===== src/design/can_cfbt_pkg.sv =====
package can_cfbt_pkg;

  // =====================================================
  // bus and register map
  localparam int          ADDR_W      = 12;
  localparam int          DATA_W      = 32;
  localparam logic [11:0] OFS_CRC     = 12'h044;
  localparam logic [11:0] OFS_CMASK   = 12'h048;
  localparam logic [11:0] OFS_HIT     = 12'h04C;
  localparam logic [11:0] OFS_BT      = 12'h050;
  localparam logic [11:0] OFS_PMASK   = 12'h880;
  localparam int          PMASK_CNT   = 32;
  localparam int          PMASK_IW    = 5;
  localparam int          PMASK_HI    = 7;
  localparam logic [3:0]  BE_FULL     = 4'hF;
  localparam logic [31:0] RD_NONE     = 32'h0000_0000;

  // =====================================================
  // field layouts and reset values
  localparam int          CRC_LSB     = 0;
  localparam int          CRC_W       = 15;
  localparam int          MBOX_LSB    = 16;
  localparam int          MBOX_W      = 5;
  localparam int          HIT_W       = 9;
  localparam int          GROUP_W     = 4;
  localparam int          PSC_LSB     = 21;
  localparam int          PSC_W       = 10;
  localparam int          SJW_LSB     = 16;
  localparam int          PROP_LSB    = 10;
  localparam int          PROP_W      = 6;
  localparam int          PH1_LSB     = 5;
  localparam int          PH2_LSB     = 0;
  localparam int          SEG_W       = 5;
  localparam int          LEN_W       = 7;
  localparam logic [31:0] BT_RESET    = 32'h0100_0000;
  localparam logic [31:0] BT_WMASK    = 32'h7FFF_FFFF;
  localparam logic [14:0] CRC_RESET   = 15'h0000;
  localparam logic [4:0]  MBOX_RESET  = 5'h00;
  localparam logic [8:0]  HIT_RESET   = 9'h000;

  // =====================================================
  // nominal bit segments, gray along the bit
  typedef enum logic [1:0] {
    SEG_SYNC = 2'b00,
    SEG_PROP = 2'b01,
    SEG_PH1  = 2'b11,
    SEG_PH2  = 2'b10
  } seg_t;

  // programmed field plus one, in quanta
  function automatic logic [6:0] seg_len(input logic [5:0] f);
    seg_len = {1'b0, f} + 7'h01;
  endfunction

  // lowest set bit of a hit vector
  function automatic logic [4:0] lowest_hit(input logic [31:0] v);
    lowest_hit = 5'h00;
    for (int i = 31; i >= 0; i--)
      if (v[i]) lowest_hit = 5'(i);
  endfunction

endpackage


===== src/design/can_crc_filter_bit_timing.sv =====
// Register access over Avalon-MM was left to the implementer.
`timescale 1ns/1ps
`default_nettype none
// Operation
// - capture CRC of last classical frame sent successfully, read-only bits 14:0.
// - record sending mailbox number with that CRC, read-only bits 20:16.
// - common FIFO mask bit 1 compares the element bit, 0 ignores it.
// - report lowest matching filter element for FIFO output message, 9 bits.
// - match number is meaningful only while FIFO not-empty flag is set.
// - ten-bit prescaler divides the clock to make the time quantum.
// - jump width equals programmed field plus one quanta.
// - propagation segment equals programmed field plus one quanta.
// - first phase segment equals programmed field plus one quanta.
// - second phase segment equals programmed field plus one quanta.
// - bit timing survives soft reset; only hardware reset restores defaults.
// - the 32 private masks survive soft reset.
// - masks and bit timing are writable only in inactive mode.
// - 32 private masks at word offsets from 0x880, mailbox or FIFO use.
// - masks live in ram, undefined after reset until software writes them.
module can_crc_filter_bit_timing
(
  // clock and reset
  input  wire logic                                  clk_sys,
  input  wire logic                                  rst_b,
  // avalon-mm slave
  input  wire logic [can_cfbt_pkg::ADDR_W-1:0]       avs_address,
  input  wire logic                                  avs_read,
  input  wire logic                                  avs_write,
  input  wire logic [can_cfbt_pkg::DATA_W-1:0]       avs_writedata,
  input  wire logic [3:0]                            avs_byteenable,
  output logic      [can_cfbt_pkg::DATA_W-1:0]       avs_readdata,
  output logic                                       avs_waitrequest,
  // controller state
  input  wire logic                                  inactiveMode,
  input  wire logic                                  softReset,
  input  wire logic                                  rxFifoNotEmpty,
  // transmit completion
  input  wire logic                                  txDone,
  input  wire logic [can_cfbt_pkg::CRC_W-1:0]        txCrc,
  input  wire logic [can_cfbt_pkg::MBOX_W-1:0]       txMailbox,
  // fifo output message match
  input  wire logic                                  fifoLoad,
  input  wire logic [31:0]                           elementHit,
  input  wire logic [can_cfbt_pkg::GROUP_W-1:0]      hitGroup,
  // identifier compare
  input  wire logic                                  cmpStart,
  input  wire logic [31:0]                           cmpId,
  input  wire logic [31:0]                           cmpElem,
  input  wire logic [31:0]                           cmpReserved,
  input  wire logic [can_cfbt_pkg::PMASK_IW-1:0]     cmpElemIdx,
  input  wire logic                                  cmpPrivate,
  output logic                                       cmpDone,
  output logic                                       cmpHit,
  // match report
  output logic      [can_cfbt_pkg::HIT_W-1:0]        hitIndex,
  output logic                                       hitIndexValid,
  // bit timing
  output logic                                       tqTick,
  output logic                                       bitStart,
  output logic                                       samplePoint,
  output logic      [5:0]                            sjwTq
);
  import can_cfbt_pkg::*;

  // =====================================================
  // bus handshake
  logic              waitReq_ff;
  logic [31:0]       rdData_ff;
  logic              busReq;
  logic              firstCyc;
  logic              accept;
  logic              wordWr;
  logic              cfgWr;

  // one wait state: data is looked up in the first cycle,
  // then waitrequest drops for exactly one cycle
  assign busReq   = avs_read | avs_write;
  assign firstCyc = busReq && waitReq_ff;
  assign accept   = busReq && !waitReq_ff;
  assign wordWr   = avs_write && accept && (avs_byteenable == BE_FULL);
  assign cfgWr    = wordWr && inactiveMode;

  // =====================================================
  // address decode
  logic selCrc;
  logic selCm;
  logic selHit;
  logic selBt;
  logic selPm;
  logic anySel;

  assign selCrc = (avs_address == OFS_CRC);
  assign selCm  = (avs_address == OFS_CMASK);
  assign selHit = (avs_address == OFS_HIT);
  assign selBt  = (avs_address == OFS_BT);
  assign selPm  = (avs_address[ADDR_W-1:PMASK_HI] == OFS_PMASK[ADDR_W-1:PMASK_HI])
                  && (avs_address[1:0] == 2'b00);
  assign anySel = selCrc | selCm | selHit | selBt | selPm;

  // =====================================================
  // transmit crc status
  logic [CRC_W-1:0]  crc_ff;
  logic [MBOX_W-1:0] mbox_ff;

  // a completion in the soft reset cycle still lands
  always_ff @(posedge clk_sys)
  begin
    if (!rst_b)
    begin
      crc_ff  <= CRC_RESET;
      mbox_ff <= MBOX_RESET;
    end
    else if (txDone)
    begin
      crc_ff  <= txCrc;
      mbox_ff <= txMailbox;
    end
    else if (softReset)
    begin
      crc_ff  <= CRC_RESET;
      mbox_ff <= MBOX_RESET;
    end
  end

  // =====================================================
  // common fifo mask, ram backed
  logic [31:0] cmMask_ff;

  always_ff @(posedge clk_sys)
  begin
    if (cfgWr && selCm) cmMask_ff <= avs_writedata;
  end

  // =====================================================
  // nominal bit timing, hardware reset only
  logic [31:0] bt_ff;

  always_ff @(posedge clk_sys)
  begin
    if (!rst_b) bt_ff <= BT_RESET;
    else if (cfgWr && selBt) bt_ff <= avs_writedata & BT_WMASK;
  end

  // =====================================================
  // private masks
  logic [31:0] pmRdA;
  logic [31:0] pmRdB;
  logic        pmWr;

  assign pmWr = cfgWr && selPm;

  private_mask_ram u_pmask (
    .clk_sys (clk_sys),
    .rst_b   (rst_b),
    .wrEn    (pmWr),
    .wrIdx   (avs_address[PMASK_HI-1:2]),
    .wrData  (avs_writedata),
    .rdIdxA  (avs_address[PMASK_HI-1:2]),
    .rdDataA (pmRdA),
    .rdIdxB  (cmpElemIdx),
    .rdDataB (pmRdB)
  );

  // =====================================================
  // identifier compare against element
  logic [31:0] cmpMask;
  logic [31:0] cmpCare;
  logic        cmpMatch;
  logic        cmpDone_ff;
  logic        cmpHit_ff;

  // private mask when the element has one, else the common one
  assign cmpMask  = cmpPrivate ? pmRdB : cmMask_ff;
  assign cmpCare  = cmpMask & ~cmpReserved;
  assign cmpMatch = ((cmpId ^ cmpElem) & cmpCare) == 32'h0;

  always_ff @(posedge clk_sys)
  begin
    if (!rst_b)
    begin
      cmpDone_ff <= 1'b0;
      cmpHit_ff  <= 1'b0;
    end
    else
    begin
      cmpDone_ff <= cmpStart;
      if (cmpStart) cmpHit_ff <= cmpMatch;
    end
  end

  // =====================================================
  // match number of fifo output message
  logic [HIT_W-1:0] hitIndex_ff;
  logic             hitValid_ff;

  always_ff @(posedge clk_sys)
  begin
    if (!rst_b)
    begin
      hitIndex_ff <= HIT_RESET;
      hitValid_ff <= 1'b0;
    end
    else
    begin
      if (fifoLoad && |elementHit)
        hitIndex_ff <= {hitGroup, lowest_hit(elementHit)};
      hitValid_ff <= rxFifoNotEmpty;
    end
  end

  // =====================================================
  // read mux and bus registers
  logic [31:0] rdMux;

  assign rdMux = selCrc ? {11'h000, mbox_ff, 1'b0, crc_ff} :
                 selCm  ? cmMask_ff :
                 selHit ? {23'h000000, hitIndex_ff} :
                 selBt  ? bt_ff :
                 selPm  ? pmRdA : RD_NONE;

  always_ff @(posedge clk_sys)
  begin
    if (!rst_b)
    begin
      waitReq_ff <= 1'b1;
      rdData_ff  <= RD_NONE;
    end
    else
    begin
      waitReq_ff <= !firstCyc;
      if (firstCyc) rdData_ff <= avs_read ? rdMux : RD_NONE;
    end
  end

  // =====================================================
  // timing generator
  logic       tqTick_w;
  logic       bitStart_w;
  logic       samplePoint_w;
  logic [5:0] sjwTq_w;

  // counting stops while inactive so a new setting starts clean
  bit_time_gen u_btg (
    .clk_sys        (clk_sys),
    .rst_b          (rst_b),
    .run            (!inactiveMode),
    .prescaler      (bt_ff[PSC_LSB +: PSC_W]),
    .propField      (bt_ff[PROP_LSB +: PROP_W]),
    .ph1Field       (bt_ff[PH1_LSB +: SEG_W]),
    .ph2Field       (bt_ff[PH2_LSB +: SEG_W]),
    .sjwField       (bt_ff[SJW_LSB +: SEG_W]),
    .tqTick_ff      (tqTick_w),
    .bitStart_ff    (bitStart_w),
    .samplePoint_ff (samplePoint_w),
    .sjwTq_ff       (sjwTq_w),
    .seg_ff         ()
  );

  // =====================================================
  // outputs
  assign avs_readdata    = rdData_ff;
  assign avs_waitrequest = waitReq_ff;
  assign cmpDone         = cmpDone_ff;
  assign cmpHit          = cmpHit_ff;
  assign hitIndex        = hitIndex_ff;
  assign hitIndexValid   = hitValid_ff;
  assign tqTick          = tqTick_w;
  assign bitStart        = bitStart_w;
  assign samplePoint     = samplePoint_w;
  assign sjwTq           = sjwTq_w;
endmodule // can_crc_filter_bit_timing
`default_nettype wire


===== src/design/private_mask_ram.sv =====
`timescale 1ns/1ps
`default_nettype none
module private_mask_ram
  import can_cfbt_pkg::*;
(
  // clock and reset
  input  wire logic                clk_sys,
  input  wire logic                rst_b,
  // write port
  input  wire logic                wrEn,
  input  wire logic [PMASK_IW-1:0] wrIdx,
  input  wire logic [DATA_W-1:0]   wrData,
  // read ports
  input  wire logic [PMASK_IW-1:0] rdIdxA,
  output logic      [DATA_W-1:0]   rdDataA,
  input  wire logic [PMASK_IW-1:0] rdIdxB,
  output logic      [DATA_W-1:0]   rdDataB
);

  // =====================================================
  // storage
  // plain ram: no reset, so soft reset cannot touch it either
  logic [DATA_W-1:0] mem [PMASK_CNT];

  always_ff @(posedge clk_sys)
  begin
    if (wrEn) mem[wrIdx] <= wrData;
  end

  assign rdDataA = mem[rdIdxA];
  assign rdDataB = mem[rdIdxB];
endmodule // private_mask_ram
`default_nettype wire


===== src/design/bit_time_gen.sv =====
`timescale 1ns/1ps
`default_nettype none
module bit_time_gen
  import can_cfbt_pkg::*;
(
  // clock and reset
  input  wire logic             clk_sys,
  input  wire logic             rst_b,
  // configuration
  input  wire logic             run,
  input  wire logic [PSC_W-1:0] prescaler,
  input  wire logic [PROP_W-1:0] propField,
  input  wire logic [SEG_W-1:0] ph1Field,
  input  wire logic [SEG_W-1:0] ph2Field,
  input  wire logic [SEG_W-1:0] sjwField,
  // timing strobes
  output logic                  tqTick_ff,
  output logic                  bitStart_ff,
  output logic                  samplePoint_ff,
  output logic      [5:0]       sjwTq_ff,
  output seg_t                  seg_ff
);

  // =====================================================
  // quantum and segment counters
  logic [PSC_W-1:0] pscCnt_ff;
  logic [LEN_W-1:0] tqCnt_ff;
  logic [LEN_W-1:0] curLen;
  logic             tqEnd;
  logic             segLast;
  seg_t             nxt_seg;

  assign tqEnd   = run && (pscCnt_ff == prescaler);
  assign segLast = (tqCnt_ff == curLen - 7'h01);

  always_comb
  begin
    curLen  = 7'h01;
    nxt_seg = SEG_SYNC;
    unique case (seg_ff)
      SEG_SYNC: begin curLen = 7'h01; nxt_seg = SEG_PROP; end
      SEG_PROP: begin curLen = seg_len(propField); nxt_seg = SEG_PH1; end
      SEG_PH1:  begin curLen = seg_len({1'b0, ph1Field}); nxt_seg = SEG_PH2; end
      SEG_PH2:  begin curLen = seg_len({1'b0, ph2Field}); nxt_seg = SEG_SYNC; end
    endcase
  end

  always_ff @(posedge clk_sys)
  begin
    if (!rst_b || !run)
    begin
      pscCnt_ff <= '0;
      tqCnt_ff  <= '0;
      seg_ff    <= SEG_SYNC;
    end
    else
    begin
      pscCnt_ff <= tqEnd ? '0 : pscCnt_ff + 10'h001;
      if (tqEnd) tqCnt_ff <= segLast ? '0 : tqCnt_ff + 7'h01;
      if (tqEnd && segLast) seg_ff <= nxt_seg;
    end
  end

  always_ff @(posedge clk_sys)
  begin
    if (!rst_b)
    begin
      tqTick_ff      <= 1'b0;
      bitStart_ff    <= 1'b0;
      samplePoint_ff <= 1'b0;
      sjwTq_ff       <= 6'h01;
    end
    else
    begin
      tqTick_ff      <= tqEnd;
      bitStart_ff    <= tqEnd && segLast && (seg_ff == SEG_PH2);
      samplePoint_ff <= tqEnd && segLast && (seg_ff == SEG_PH1);
      sjwTq_ff       <= {1'b0, sjwField} + 6'h01;
    end
  end
endmodule // bit_time_gen
`default_nettype wire


===== config.mk =====
export PLATFORM = sky130hd
export DESIGN_NAME = can_crc_filter_bit_timing
export DESIGN_NICKNAME = d
export VERILOG_FILES = /design/src/design/can_cfbt_pkg.sv /design/src/design/can_crc_filter_bit_timing.sv /design/src/design/private_mask_ram.sv /design/src/design/bit_time_gen.sv
export SDC_FILE = /design/constraint.sdc
export NUM_CORES = 2
export LEC_CHECK = 0
export BUFFER_PORTS_ARGS = -buffer_cell sky130_fd_sc_hd__buf_2
export CAP_MARGIN = 20
export CORE_UTILIZATION = 58
export DETAILED_ROUTE_END_ITERATION = 10
export HOLD_SLACK_MARGIN = 0.15
export PLACE_DENSITY = 0.76
export SYNTH_ARGS = -nofsm -noshare
export SYNTH_HDL_FRONTEND = slang
export SYNTH_HIERARCHICAL = 1
export SYNTH_SLANG_ARGS = --single-unit

===== constraint.sdc =====
create_clock -name clk_sys -period 9.45 [get_ports clk_sys]
set_input_delay 0.4725 -clock clk_sys [delete_from_list [all_inputs] [get_ports clk_sys]]
set_output_delay 0.4725 -clock clk_sys [all_outputs]
set_load 0.005 [all_outputs]

# Yosys cells after proc, flatten, opt, wreduce, memory -nomap -nowiden
# Memories as Yosys holds them, arrays and structs flattened.
# Cells that the tools add are included.
[totals]
out_inout_bits = 54
romBits = 0
register_bits = 156
memories = 1
ramBits = 1024
latch_bits = 0
elab_cells = 114
in_bits = 216
[mem_list]
columns = ["memory", "depth", "width", "rd", "rd_clocked_by_memory_dff", "wr", "line", "rtl"]
rows = [
  ["u_pmask.mem", 32, 32, 2, 0, 1, "private_mask_ram.sv:23", "logic [DATA_W-1:0] mem [PMASK_CNT];"],
]
[classes]
div = 0
n_lt_le_gt_ge = 0
mul = 0
eq_ne = 11
n_addsub = 7
n_shift = 0
n_reduce_logical = 25
muxes = 48
n_bitwise = 5
[op_table]
columns = ["op", "n"]
rows = [
  ["two-way mux 32 bit", 7],
  ["two-way mux 5 bit", 34],
  ["AND 32 bit", 2],
  ["equality test 12 x 7 -> 1 bit (second input constant)", 4],
  ["zero test 32 bit", 1],
  ["inverter 32 bit", 1],
  ["OR reduction 32 bit", 1],
  ["XOR 32 bit", 1],
  ["two-way mux 15 bit", 2],
  ["case mux 7 bit (4 select lines)", 1],
  ["adder 5 x 1 -> 6 bit (second input constant)", 3],
  ["logical AND 1 bit", 14],
  ["adder 10 x 1 -> 10 bit (second input constant)", 1],
  ["equality test 10 bit", 1],
  ["case mux 2 bit (4 select lines)", 1],
  ["adder 6 x 1 -> 7 bit (second input constant)", 1],
  ["adder 7 x 1 -> 7 bit (second input constant)", 1],
  ["equality test 7 bit", 1],
  ["two-way mux 7 bit", 1],
  ["subtractor 7 x 1 -> 7 bit (second input constant)", 1],
  ["equality test 5 bit (second input constant)", 1],
  ["equality test 2 bit (second input constant)", 2],
  ["equality test 4 bit (second input constant)", 1],
  ["zero test 1 bit", 4],
  ["other kinds (7)", 9],
]

# Longest topological paths before layout
[logic_depth]
ltp_word = 32
depth_mapped = 14
depth_no_buf = 12

# Modules after synthesis
# Netlist, hierarchy kept.
[modules_own_cells]
columns = ["mod", "instances", "cells_each", "seq_area_each_um2", "area_per_inst_um2"]
rows = [
  ["private_mask_ram", 1, 3386, 30749.5, 48789.3],
  ["can_crc_filter_bit_timing", 1, 640, 2882.8, 6414.9],
  ["bit_time_gen", 1, 223, 560.5, 1921.8],
]

# Worst setup path before layout
# Ideal clock, no wire load.
[synth_timing]
path_type = "input to register"
start = "input avs_address[9] in the netlist's numbering"
end = "register cmMask_ff[0], enable pin"
arrival_time_ns = 4.128
cell_stages = 3
setup_slack_ns = 4.821
required_ns = 8.949
path_buffers = 0
path_cell_list = "nor4_4 > nand4_2 > nor4_1"
[synth_between]
elab_chain_cells = 2
[synth_rtl]
columns = ["item", "line", "rtl"]
rows = [
  ["start: declaration", "can_crc_filter_bit_timing.sv:26", "input wire logic [can_cfbt_pkg::ADDR_W-1:0] avs_address,"],
  ["equality test 12 x 7 -> 1 bit", "can_crc_filter_bit_timing.sv:93", "assign selCm = (avs_address == OFS_CMASK);"],
  ["logical AND 1 bit", "can_crc_filter_bit_timing.sv:131", "if (cfgWr && selCm) cmMask_ff <= avs_writedata;"],
  ["end signal: assignment", "can_crc_filter_bit_timing.sv:131", ""],
  ["end: declaration", "can_crc_filter_bit_timing.sv:127", "logic [31:0] cmMask_ff;"],
]
# Every way passes these cells.
# A chain may end at the register's enable or synchronous reset.

# Worst setup path in the final report
[layout_timing]
start = "input cmpElemIdx[1] in the netlist's numbering"
end = "register cmpHit_ff (netlist: cmpHit)"
[layout_between]
elab_chain_cells = 5
[layout_rtl]
columns = ["item", "line", "rtl"]
rows = [
  ["start: declaration", "can_crc_filter_bit_timing.sv:50", "input wire logic [can_cfbt_pkg::PMASK_IW-1:0] cmpElemIdx,"],
  ["memory (32 x 32 bit)", "n/a", ""],
  ["named net pmRdB[15]", "can_crc_filter_bit_timing.sv:147", "logic [31:0] pmRdB;"],
  ["two-way mux 32 bit", "can_crc_filter_bit_timing.sv:173", "assign cmpMask = cmpPrivate ? pmRdB : cmMask_ff;"],
  ["AND 32 bit", "can_crc_filter_bit_timing.sv:174", "assign cmpCare = cmpMask & ~cmpReserved;"],
  ["AND 32 bit", "can_crc_filter_bit_timing.sv:175", "assign cmpMatch = ((cmpId ^ cmpElem) & cmpCare) == 32'h0;"],
  ["zero test 32 bit", "can_crc_filter_bit_timing.sv:175", ""],
  ["end signal: assignment", "can_crc_filter_bit_timing.sv:187", "if (cmpStart) cmpHit_ff <= cmpMatch;"],
  ["end: declaration", "can_crc_filter_bit_timing.sv:170", "logic cmpHit_ff;"],
]
# The timed path passes the listed nets, and every way through them passes these cells.

==> metrics.cfg <==
[final_layout]
final_area_mm2 = 0.0634
area_growth_syn_to_layout_pct = 11.0
drive_gt1_frac = 0.133
fin_nets = 4673

[sta]
slew_headroom = 0.170
setup_viol_count_final = 0
finalHoldViolCount = 0
slew_viol_final = 0
skew_ns = 0.0245
fin_crit_ns = 4.98
max_slew.worst_pin.slew_ns = 1.24
rsz0062_at_grt = no
period_share = 0.527
tns_ns = 0
fmax_mhz = 201

[clock_network]
clockBufferDepth = 3
path_clk_slew_ns = 0.07
ctsResizeCount = 0
post_cts_buffers = 0
htreeDepth = 3
cts-root-buf = clkbuf_16
cts_tree = yes
cts_sinks = 1180
clock_latency_ns = 0.70
numCtsBuffers = 116

[logic_synthesis]
yosys.area.top_type_share = 0.555
synth_compound_area_frac = 0.0900
synth_commonest_cells = mux2i_1 (1,095), edfxtp_1 (1,056), nand2_1 (256), a21oi_1 (233), nand3_1 (221)
synth-edff-count = 1056
synth_top_flop_cell = edfxtp_1
synth-adder-area-share = 0.00131
synth_top_family_by_area = multiplexers
synth_cell_type_count = 74
synth-simple-area-share = 0.0722
synthMuxAreaShare = 0.195
ys_seq_elements = 1180
synthXorXnorAreaFrac = 0.0107
synth_top_cell_by_area = edfxtp_1
yosys-top-cells-area = edfxtp_1 (56%), mux2i_1 (19%), dfxtp_1 (4.3%), a22oi_1 (2.5%), a22o_1 (2.1%)
syn_nets = 4471
yosysSeqAreaShare = 0.599
netlist_area_mm2 = 0.0571
synthCells = 4249
async_reset_ff_frac = 0
post-synth-top-count-cell = mux2i_1
postSynthAreaPerCell_um2 = 13.4
yosys_warnings = 6

[status]
status = complete, but fails checks
failed_checks = design-rule violations

[routing]
ant_nets = 0
drt_pass1_iterations = 11
vias = 40600
wl_per_cell_um = 31.4
drc = 2
wirelength_um = 183000
drt_iter0_markers = 6114
routed_via_density = 6.95

[die]
die_h_um = 316
ios = 270
die_area_mm2 = 0.0998
start_util = 0.588
num_rows = 114
fp.coreArea_mm2 = 0.0971
fp.dieW_um = 316

[worst_hold_path]
hold_class = input port to register
hp-start = fifoLoad

[global_route]
grt_pass1_wl_um = 259000
grt_pass1_vias = 39000
grt_max_degree = 134
antenna_found_initial = 13
grt_overflow = 0
track_usage = 0.359

[pwr]
p_leak_nw = 23.8
irDropWorstVdd_uv = 160
finalPower_mw = 11.3
powerDensity_mw_per_mm2 = 178

[worst_setup_path]
end_kind = register
start_kind = input port
crit_type = input port to register
startpoint = cmpElemIdx[1]
crit_path_max_fanout = 109
cp.arrival_ns = 5.60
cp_data_required_time_ns = 10.06
r2r-start = u_btg/seg_ff[0]

[placed_design]
dp_hpwl_um = 106000
gp_congestion = 0.928
portBuffers = 269
placed_cell_area_mm2 = 0.0593

[run]
maxCapViolations = 0

[area by class of cell]
class                           count  area (µm²)
Antenna cell                        8        20.0
Clock buffer                      146        3090
Clock inverter                     73         667
Fill cell                        6970       33700
Inverter                           15        56.3
Multi-Input combinational cell   2754       21400
Sequential cell                  1180       34200
Tap cell                         1276        1600
Timing Repair Buffer              384        2400
[critical path, stage by stage]
cell	delay [ns]
buf_8	0.79
buf_4	0.97
mux2i_1	0.30
a22o_1	0.17
nor3_1	0.07
a31oi_1	0.27
nand3_1	0.14
mux2i_1	0.55
nor3_1	0.11
nor3_1	0.89
nand4_1	0.35
o31ai_1	0.27
[power breakdown]
group | leakage, nW | switching [mW] | total (mW) | internal [mW]
clock network | 1.80 | 2.01 | 4.64 | 2.63
registers | 10.5 | 0.00583 | 5.69 | 5.68
logic | 11.5 | 0.637 | 0.963 | 0.326
total | 23.8 | 2.65 | 11.3 | 8.64
[placed cells by master (no fill, tap or decap), types with 32 or more instances in the layout]
cell and n:
nand2_1 254, nor2b_1 55, nand3_1 221, clkbuf_16 119, nor2_4 34, edfxtp_1 1056, mux2i_1 1095, a31oi_1 66
a22oi_1 194, a22o_1 137, nor2_1 32, buf_2 268, nor3_1 115, a21oi_1 233, xnor2_1 54, buf_4 75
dfxtp_1 124
[path summary, 6_finish.rpt]
check,to,slack [ns],cells past startpoint
max reg2reg,u_btg/seg_ff[0],5.44,11
min,hitIndex[4],0.19,3
max,cmpHit,4.47,12
min reg2reg,avs_readdata[15],0.45,2
[per-stage QoR]
stage,setup slack (ns),util,cells,hold WS (ns)
6_report,4.47,0.653,5836,0.190
5_1_grt,4.56,0.653,5833,0.185
4_1_cts,4.81,0.653,5827,0.156
3_5_place_dp,4.05,0.611,5577,0.434
3_3_place_gp,4.09,0.611,5577,0.436
2_1_floorplan,4.82,-,4249,0.411
[routing by layer]
metal / global-route usage / share of wire / up-vias
met2: 0.549 / 0.45 / 2924
li1: - / - / 17000
met5: 0 / 0.00038 / -
met3: 0.0622 / 0.12 / 627
met4: 0.214 / 0.067 / 10
met1: 0.482 / 0.37 / 20000
[repair_timing]
action	in CTS	in global routing
hold buffers	31	0
endpoints found under the hold margin	29	0
endpoints found under the setup margin	0	0
[kinds of logic after synthesis]
| logic type | after synthesis |
|---|---|
| fa+ha+maj | 6 |
| buf+inv | 315 |
| xor+xnor | 70 |
| flops | 1180 |
| mux | 1108 |
| compound gates | 741 |
| simple gates | 829 |
[sequential cells by signal, summed over array words and instances, names as in the netlist, 2 cells and up]
| name | cells |
|---|---|
| u_btg/tqCnt_ff | 7 |
| avs_readdata | 32 |
| mbox_ff | 5 |
| cmMask_ff | 32 |
| bt_ff | 31 |
| u_pmask/mem | 1024 |
| u_btg/sjwTq_ff | 6 |
| u_btg/seg_ff | 2 |
| hitIndex | 9 |
| crc_ff | 15 |
| u_btg/pscCnt_ff | 10 |
No activity file was read; power rests on OpenSTA's default activity.
